File: src/include/an_regs_pkg.sv
// Constants, field positions and carriers for the negotiation register group.
// Assumes one clock domain shared with the negotiation engine that feeds it.
//
// What this block does
// - The partner ability register is read-only, holds the partner base page with bit 12 cleared and resets to zero.
// - The parallel detection fault flag at expansion bit 4 latches high and resets to 0.
// - The page-received flag at expansion bit 1 latches on a new page and resets to 0.
// - Expansion bit 3 shows partner next-page ability, bit 0 partner autonegotiation, 15:5 zero.
// - Expansion bit 2 reads 1, the local side supports next pages.
// - The transmit next-page register has writable bits 15, 13, 12 and 10:0 with reset 0x2001.
// - Transmit toggle bit 11 is read-only, the complement of the last sent toggle, reset 0.
// - The received next-page register is read-only, captures the partner page, resets to zero.
// - Control bits 15:13 select the transmitter test mode, codes 101 to 111 reserved.
// - Control bit 12 enables manual master/slave, bit 11 counts only while it is set, both 0.
// - With manual mode on, bit 11 at 1 forces master and at 0 forces slave.
// - Control bits 10, 9, 8 give port type and gigabit duplex, reset 1; bits 7:0 reset 0x00.
package an_regs_pkg;

    // ------------------------------------------------------------
    // Register indices; byte address is four times the index
    // ------------------------------------------------------------
    localparam logic [7:0] IDX_PARTNER_BASE = 8'h05;
    localparam logic [7:0] IDX_EXPAND = 8'h06;
    localparam logic [7:0] IDX_TX_NP = 8'h07;
    localparam logic [7:0] IDX_RX_NP = 8'h08;
    localparam logic [7:0] IDX_GIG_CTRL = 8'h09;
    localparam logic [7:0] IDX_IRQ_STS = 8'h0A;
    localparam logic [7:0] IDX_IRQ_MSK = 8'h0B;

    // ------------------------------------------------------------
    // Field positions and reset values
    // ------------------------------------------------------------
    localparam int EXP_PD_FAULT = 4;
    localparam int EXP_PARTNER_NP = 3;
    localparam int EXP_LOC_NP = 2;
    localparam int EXP_PAGE_RX = 1;
    localparam int EXP_PARTNER_AN = 0;
    localparam int TXNP_TOGGLE = 11;
    localparam int CTRL_MS_MAN = 12;
    localparam int CTRL_MS_VAL = 11;
    localparam logic [15:0] BASE_MASK = 16'hEFFF;
    localparam logic [15:0] TXNP_WMASK = 16'hB7FF;
    localparam logic [15:0] RST_TXNP = 16'h2001;
    localparam logic [15:0] RST_CTRL = 16'h0700;
    localparam logic [15:0] RST_ZERO = 16'h0000;
    localparam logic [2:0] RST_IRQ = 3'h0;
    localparam int IRQ_BASE = 0;
    localparam int IRQ_PAGE = 1;
    localparam int IRQ_PD = 2;
    localparam logic [1:0] RESP_OKAY = 2'h0;
    localparam logic [1:0] RESP_SLVERR = 2'h2;

    typedef enum logic [1:0] {
        WR_IDLE = 2'b00,
        WR_RESP = 2'b01
    } wr_state_t;

    // Events and levels from the negotiation engine, same clock
    typedef struct packed {
        logic base_valid;
        logic [15:0] base_word;
        logic np_valid;
        logic [15:0] np_word;
        logic pd_fault;
        logic partner_np_capable;
        logic partner_an_capable;
        logic tx_sent;
        logic tx_toggle;
    } link_in_t;

    // Settings towards the negotiation engine and transmitter
    typedef struct packed {
        logic [2:0] test_mode;
        logic force_master;
        logic force_slave;
        logic multi_port;
        logic adv_fdx;
        logic adv_hdx;
        logic [15:0] tx_page;
    } cfg_out_t;

endpackage

File: src/hw/an_regs.sv
// Negotiation expansion, next-page and gigabit control registers behind AXI4-Lite.
// Assumes the negotiation engine runs on aclk and pulses its event strobes.
//
// Added by the designer: the AXI4-Lite interface to the registers.
module an_regs (
    // Clock and reset
    input wire logic aclk,
    input wire logic aresetn,
    // AXI4-Lite write
    input wire logic [31:0] awaddr,
    input wire logic awvalid,
    output logic awready,
    input wire logic [31:0] wdata,
    input wire logic [3:0] wstrb,
    input wire logic wvalid,
    output logic wready,
    output logic [1:0] bresp,
    output logic bvalid,
    input wire logic bready,
    // AXI4-Lite read
    input wire logic [31:0] araddr,
    input wire logic arvalid,
    output logic arready,
    output logic [31:0] rdata,
    output logic [1:0] rresp,
    output logic rvalid,
    input wire logic rready,
    // Negotiation engine
    input wire an_regs_pkg::link_in_t evt,
    output an_regs_pkg::cfg_out_t cfg,
    // Interrupt
    output logic irq
);
    import an_regs_pkg::*;

    // ------------------------------------------------------------
    // State
    // ------------------------------------------------------------
    logic [15:0] partner_base_q, partner_base_d, rx_np_q, rx_np_d;
    logic [15:0] tx_np_q, tx_np_d, ctrl_q, ctrl_d;
    logic toggle_q, toggle_d, pd_fault_q, pd_fault_d, page_rx_q, page_rx_d;
    logic [2:0] sts_q, sts_d, msk_q, msk_d;
    logic irq_q, irq_d;
    cfg_out_t cfg_q, cfg_d;
    wr_state_t wst_q, wst_d;
    logic aw_got_q, aw_got_d, w_got_q, w_got_d, awrdy_q, awrdy_d, wrdy_q, wrdy_d;
    logic [7:0] widx_q, widx_d;
    logic [15:0] wdat_q, wdat_d;
    logic [1:0] wstb_q, wstb_d, bresp_q, bresp_d, rresp_q, rresp_d;
    logic arrdy_q, arrdy_d, rvalid_q, rvalid_d, bvalid_q, bvalid_d;
    logic [31:0] rdata_q, rdata_d;
    logic wr_fire, rd_fire, rd_exp, rd_sts;
    logic [7:0] ridx;

    // Merge byte lanes into a 16-bit register
    function automatic logic [15:0] merge(input logic [15:0] old,
        input logic [15:0] nw, input logic [1:0] stb);
        merge = {stb[1] ? nw[15:8] : old[15:8], stb[0] ? nw[7:0] : old[7:0]};
    endfunction

    // Any index outside the group answers with an error
    function automatic logic mapped(input logic [7:0] idx);
        mapped = (idx >= IDX_PARTNER_BASE) && (idx <= IDX_IRQ_MSK);
    endfunction

    // ------------------------------------------------------------
    // Bus handshakes
    // ------------------------------------------------------------
    assign wr_fire = aw_got_q && w_got_q && (wst_q == WR_IDLE);
    assign rd_fire = arvalid && arrdy_q;
    assign ridx = araddr[9:2];
    assign rd_exp = rd_fire && (ridx == IDX_EXPAND);
    assign rd_sts = rd_fire && (ridx == IDX_IRQ_STS);

    // Address and data are caught in either order, then one write retires
    always_comb begin
        aw_got_d = aw_got_q;
        w_got_d = w_got_q;
        widx_d = widx_q;
        wdat_d = wdat_q;
        wstb_d = wstb_q;
        wst_d = wst_q;
        bresp_d = bresp_q;
        if (awvalid && awrdy_q) begin
            aw_got_d = 1'b1;
            widx_d = awaddr[9:2];
        end
        if (wvalid && wrdy_q) begin
            w_got_d = 1'b1;
            wdat_d = wdata[15:0];
            wstb_d = wstrb[1:0];
        end
        if (wr_fire) begin
            aw_got_d = 1'b0;
            w_got_d = 1'b0;
            wst_d = WR_RESP;
            bresp_d = mapped(widx_q) ? RESP_OKAY : RESP_SLVERR;
        end else if (wst_q == WR_RESP && bready) begin
            wst_d = WR_IDLE;
        end
        // Ready drops while a request waits, so payloads are never overwritten
        awrdy_d = !aw_got_d && (wst_d == WR_IDLE);
        wrdy_d = !w_got_d && (wst_d == WR_IDLE);
        // Response valid kept in its own flop so the pin is a register output
        bvalid_d = (wst_d == WR_RESP);
        arrdy_d = !(rvalid_q && !rready) && !rd_fire;
        rvalid_d = rd_fire || (rvalid_q && !rready);
        rdata_d = rdata_q;
        rresp_d = rresp_q;
        if (rd_fire) begin
            rresp_d = mapped(ridx) ? RESP_OKAY : RESP_SLVERR;
            rdata_d = 32'h0000_0000;
            if (ridx == IDX_PARTNER_BASE) begin
                rdata_d[15:0] = partner_base_q;
            end else if (ridx == IDX_EXPAND) begin
                rdata_d[EXP_PD_FAULT] = pd_fault_q;
                rdata_d[EXP_PARTNER_NP] = evt.partner_np_capable;
                rdata_d[EXP_LOC_NP] = 1'b1;
                rdata_d[EXP_PAGE_RX] = page_rx_q;
                rdata_d[EXP_PARTNER_AN] = evt.partner_an_capable;
            end else if (ridx == IDX_TX_NP) begin
                rdata_d[15:0] = tx_np_q;
                rdata_d[TXNP_TOGGLE] = toggle_q;
            end else if (ridx == IDX_RX_NP) begin
                rdata_d[15:0] = rx_np_q;
            end else if (ridx == IDX_GIG_CTRL) begin
                rdata_d[15:0] = ctrl_q;
            end else if (ridx == IDX_IRQ_STS) begin
                rdata_d[2:0] = sts_q;
            end else if (ridx == IDX_IRQ_MSK) begin
                rdata_d[2:0] = msk_q;
            end
        end
    end

    always_ff @(posedge aclk) begin
        if (!aresetn) begin
            wst_q <= WR_IDLE;
            aw_got_q <= 1'b0;
            w_got_q <= 1'b0;
            awrdy_q <= 1'b0;
            wrdy_q <= 1'b0;
            widx_q <= 8'h00;
            wdat_q <= RST_ZERO;
            wstb_q <= 2'h0;
            bresp_q <= RESP_OKAY;
            bvalid_q <= 1'b0;
            arrdy_q <= 1'b0;
            rvalid_q <= 1'b0;
            rdata_q <= 32'h0000_0000;
            rresp_q <= RESP_OKAY;
        end else begin
            wst_q <= wst_d;
            aw_got_q <= aw_got_d;
            w_got_q <= w_got_d;
            awrdy_q <= awrdy_d;
            wrdy_q <= wrdy_d;
            widx_q <= widx_d;
            wdat_q <= wdat_d;
            wstb_q <= wstb_d;
            bresp_q <= bresp_d;
            bvalid_q <= bvalid_d;
            arrdy_q <= arrdy_d;
            rvalid_q <= rvalid_d;
            rdata_q <= rdata_d;
            rresp_q <= rresp_d;
        end
    end

    // ------------------------------------------------------------
    // Register bank
    // ------------------------------------------------------------
    // Hardware set beats the read clear, so no event is lost in the read cycle
    always_comb begin
        partner_base_d = evt.base_valid ? (evt.base_word & BASE_MASK) : partner_base_q;
        rx_np_d = evt.np_valid ? evt.np_word : rx_np_q;
        toggle_d = evt.tx_sent ? !evt.tx_toggle : toggle_q;
        pd_fault_d = evt.pd_fault || (pd_fault_q && !rd_exp);
        page_rx_d = evt.np_valid || (page_rx_q && !rd_exp);
        sts_d = (sts_q & {3{!rd_sts}}) | {evt.pd_fault, evt.np_valid, evt.base_valid};
        msk_d = msk_q;
        tx_np_d = tx_np_q;
        ctrl_d = ctrl_q;
        if (wr_fire && widx_q == IDX_TX_NP) begin
            tx_np_d = merge(tx_np_q, wdat_q, wstb_q) & TXNP_WMASK;
        end else if (wr_fire && widx_q == IDX_GIG_CTRL) begin
            ctrl_d = merge(ctrl_q, wdat_q, wstb_q);
        end else if (wr_fire && widx_q == IDX_IRQ_MSK) begin
            msk_d = wstb_q[0] ? wdat_q[2:0] : msk_q;
        end
        irq_d = |(sts_d & msk_d);
        // Test modes are passed on as written; reserved codes are not filtered
        cfg_d.test_mode = ctrl_d[15:13];
        cfg_d.force_master = ctrl_d[CTRL_MS_MAN] && ctrl_d[CTRL_MS_VAL];
        cfg_d.force_slave = ctrl_d[CTRL_MS_MAN] && !ctrl_d[CTRL_MS_VAL];
        cfg_d.multi_port = ctrl_d[10];
        cfg_d.adv_fdx = ctrl_d[9];
        cfg_d.adv_hdx = ctrl_d[8];
        cfg_d.tx_page = tx_np_d;
    end

    always_ff @(posedge aclk) begin
        if (!aresetn) begin
            partner_base_q <= RST_ZERO;
            rx_np_q <= RST_ZERO;
            tx_np_q <= RST_TXNP;
            ctrl_q <= RST_CTRL;
            toggle_q <= 1'b0;
            pd_fault_q <= 1'b0;
            page_rx_q <= 1'b0;
            sts_q <= RST_IRQ;
            msk_q <= RST_IRQ;
            irq_q <= 1'b0;
            cfg_q <= {RST_CTRL[15:13], 2'h0, RST_CTRL[10:8], RST_TXNP};
        end else begin
            partner_base_q <= partner_base_d;
            rx_np_q <= rx_np_d;
            tx_np_q <= tx_np_d;
            ctrl_q <= ctrl_d;
            toggle_q <= toggle_d;
            pd_fault_q <= pd_fault_d;
            page_rx_q <= page_rx_d;
            sts_q <= sts_d;
            msk_q <= msk_d;
            irq_q <= irq_d;
            cfg_q <= cfg_d;
        end
    end

    // Outputs
    assign awready = awrdy_q;
    assign wready = wrdy_q;
    assign bvalid = bvalid_q;
    assign bresp = bresp_q;
    assign arready = arrdy_q;
    assign rvalid = rvalid_q;
    assign rdata = rdata_q;
    assign rresp = rresp_q;
    assign cfg = cfg_q;
    assign irq = irq_q;
endmodule

File: config.mk
export PLATFORM = sky130hd
export DESIGN_NAME = an_regs
export DESIGN_NICKNAME = d
export VERILOG_FILES = /design/src/include/an_regs_pkg.sv /design/src/hw/an_regs.sv
export SDC_FILE = /design/constraint.sdc
export NUM_CORES = 1
export LEC_CHECK = 0
export BUFFER_PORTS_ARGS = -buffer_cell sky130_fd_sc_hd__buf_2
export CAP_MARGIN = 5
export CORE_UTILIZATION = 44
export DETAILED_ROUTE_END_ITERATION = 6
export GPL_TIMING_DRIVEN = 0
export PLACE_DENSITY = 0.86
export SYNTH_ARGS = -nofsm -noshare
export SYNTH_HDL_FRONTEND = slang
export SYNTH_SLANG_ARGS = --single-unit
export TNS_END_PERCENT = 5
File: constraint.sdc
create_clock -name aclk -period 1.55 [get_ports aclk]
set_input_delay 0.0775 -clock aclk [delete_from_list [all_inputs] [get_ports aclk]]
set_output_delay 0.0775 -clock aclk [all_outputs]
set_load 0.02 [all_outputs]
==> results.cfg <==
[routing]
drt_pre_antenna_iters = 7
drc = 13
vias = 5075
drt-initial-drc-count = 377
wl_per_cell_microns = 16.90
routed_via_density = 5.292
ant_nets = 0
wl_microns = 16200

[global_routing]
grt_pass1_vias = 5118
grt_antenna_before_repair = 0
grt_util_all_layers = 0.2623
grt_pass1_wl_microns = 25330
grt.overflow.total = 0
grt_max_degree = 17

[critical_path]
crit_chain = nor4_4 -> nand3b_1 -> buf_4 -> nor3_4 -> buf_12 -> mux2i_1 -> nor2_1
cp_slowest_stage_delay_ps = 380
required_ps = 1820
startpoint_type = flip-flop
r2r_slack_ps = -290
worstSetupPathType = reg -> reg
crit_fanout = 8
path_buf_inv = 2
critPathTopFamily = simple AND/OR/NAND/NOR gates
critPathArrivalTime_ps = 2110
cp-end-kind = flip-flop
crit_slowest_cell = nor4_4

[cts]
cts_tree = built
clk_pin_slew_ps = 60
htree_num_levels = 4
cts.sinks = 126
cts-buffers-inserted = 17
clockBufferDepth = 2
cts_root_buffer = clkbuf_16
clk_latency_ps = 410

[sta]
setup_ws_ps = -286.7
rsz0062_at_grt = true
drv_slew = 0
finalHoldViolations = 0
slew_headroom = 0.4024
setup_violations = 36
fmax_mhz = 544.5
fin_crit_sh = 1.185
tightest_slew_ps = 896.4
period_needed_ps = 1837
hold_ws_ps = 3.080
fin_setup_tns_ps = -6650
clock-skew-final_ps = 8.241

[synthesis]
synth_cell_type_count = 54
yosys.area.top_type = dfxtp_1
synth_seq_area_share = 0.4714
syn_area_sq_mm = 0.005351
synth_ff_type = dfxtp_1
ys_ff_latch = 126
synth_cells = 577
synth_top_area_frac = 0.4714
synthArstFlopShare = 0
synth_edf_count = 0
synth.area.top_cells = dfxtp_1 47%, mux2i_1 14%, nor2_1 5.1%
ys_warn_count = 0
synth_compound_area_frac = 0.1206
synthXorXnorAreaFrac = 0
yosys.area_share.simple = 0.1842
synth_commonest_cells = 126 x dfxtp_1, 77 x mux2i_1, 73 x nor2_1
muxShareOfSynthArea = 0.1567
synth_top_family_by_area = simple AND/OR/NAND/NOR gates
syn_avg_cell_area_sq_um = 9.274
yosysMostFrequentCell = dfxtp_1
synth_fa_ha_area_frac = 0

[final_layout]
multi_input_area_sq_mm = 0.002585
nNetsFinal = 949
utilization = 0.6430
insertedDiodeCount = 0
seqCellArea_sq_mm = 0.002527
drive_above_1_share = 0.2696
area_growth_pct = 39.54
fillers = 914
final_cell_count_no_fill = 959

[power]
peakVddDrop_mv = 0.7016
pwr_density_cell_mw_per_mm2 = 1052
leakage_uw = 0.003255

[place]
gp_congestion = 0.9011
hpwlAfterDp_microns = 10980
portBuffers = 120
dp_slack_ps = -335.4
dp_cells = 859

[min_path]
hold_path_class = in -> reg

[floorplanning]
die_area_sq_mm = 0.01261
die_h_microns = 112.3
num_rows = 39
dieWidth_microns = 112.3
ios = 212
core-area_sq_mm = 0.01161
initial_core_util = 0.4608

[flow_run]
maxCapViolations = 0

[outcome]
violations = design-rule violations, negative setup slack
status = complete, but fails checks
-- sequential cells by signal, summed over array words and instances, names as in the netlist, 2 cells and up --
name and count:
ctrl_q 16, rx_np_q 16, rdata 16, msk_q 3
wst_q 2, wstb_q 2, wdat_q 16, sts_q 3
partner_base_q 15, widx_q 8, cfg 16
-- cell usage in the layout (no fill, tap or decap), types with 4 or more instances in the layout --
cell type and count:
dlygate4sd3_1 61, conb_1 20, a2bb2oi_1 8, buf_4 30
or3_1 4, buf_2 129, nand3_1 8, clkinv_2 6
o211a_1 8, dfxtp_2 4, nand3b_1 4, o21ai_1 10
nor3_1 7, nor2b_1 4, nor2_1 72, dfxtp_1 122
clkbuf_16 17, o21ai_0 7, clkbuf_1 27, and2_1 4
nand2_1 72, mux2i_1 76, a21oi_1 48
-- routing by layer --
metal	share of wire	track usage	vias to the layer above
met4	0.032	0.1102	0
met2	0.47	0.4447	273
li1	-	-	2414
met3	0.089	0.06965	47
met1	0.40	0.3151	2341
met5	0	0	-
-- area by class of cell --
class | instances | share of cell area
Multi-Input combinational cell | 407 | 0.3462
Sequential cell | 126 | 0.3385
Timing Repair Buffer | 188 | 0.1731
Clock buffer | 25 | 0.06501
Buffer | 61 | 0.04725
Tap cell | 143 | 0.02396
Clock inverter | 7 | 0.005027
Inverter | 2 | 0.001005
-- kinds of logic (layout without fill, tap and decap cells) --
group / Yosys count / after routing
DFF: 126 / 126
buffers and inverters: 63 / 283
and+or+nand+nor: 204 / 204
other: 1 / 20
muxes: 80 / 80
AOI/OAI and AO/OA: 103 / 103
-- metrics by stage --
stage	power (uW)	cell area, sq um
2_1_floorplan	3972	5428
3_3_place_gp	4224	6207
3_5_place_dp	4243	6207
4_1_cts	7824	7442
5_1_grt	8098	7467
6_report	7857	7467
-- worst paths after layout --
kind / from / end / cells past startpoint
worst max-delay path: widx_q[7] / ctrl_q[7] / 7
worst min-delay path: aresetn / bresp[1] / 3
worst max register to register: widx_q[7] / ctrl_q[7] / 7
worst min register to register: wst_q[1] / bvalid / 1
-- where the power goes --
group	switching, uW	leakage, uW	internal [uW]
Clock	1380	0.000261	2150
Sequential	92.1	0.00103	3370
Combinational	467	0.00196	396
Total	1940	0.00325	5920
-- what timing repair did --
item,CTS,global route
hold endpoints to repair,62,0
pin swaps,7,6
gates resized for setup,10,7
cloned,1,0
endpoints found under the setup margin,38,44
buffers inserted,5,1
hold buffers,61,0
-- worst min-delay path, cell delays in order --
cell and delay, ps:
buf_2 160, o21ai_0 90, a31oi_1 40
Power figures use the tool's default switching activity.
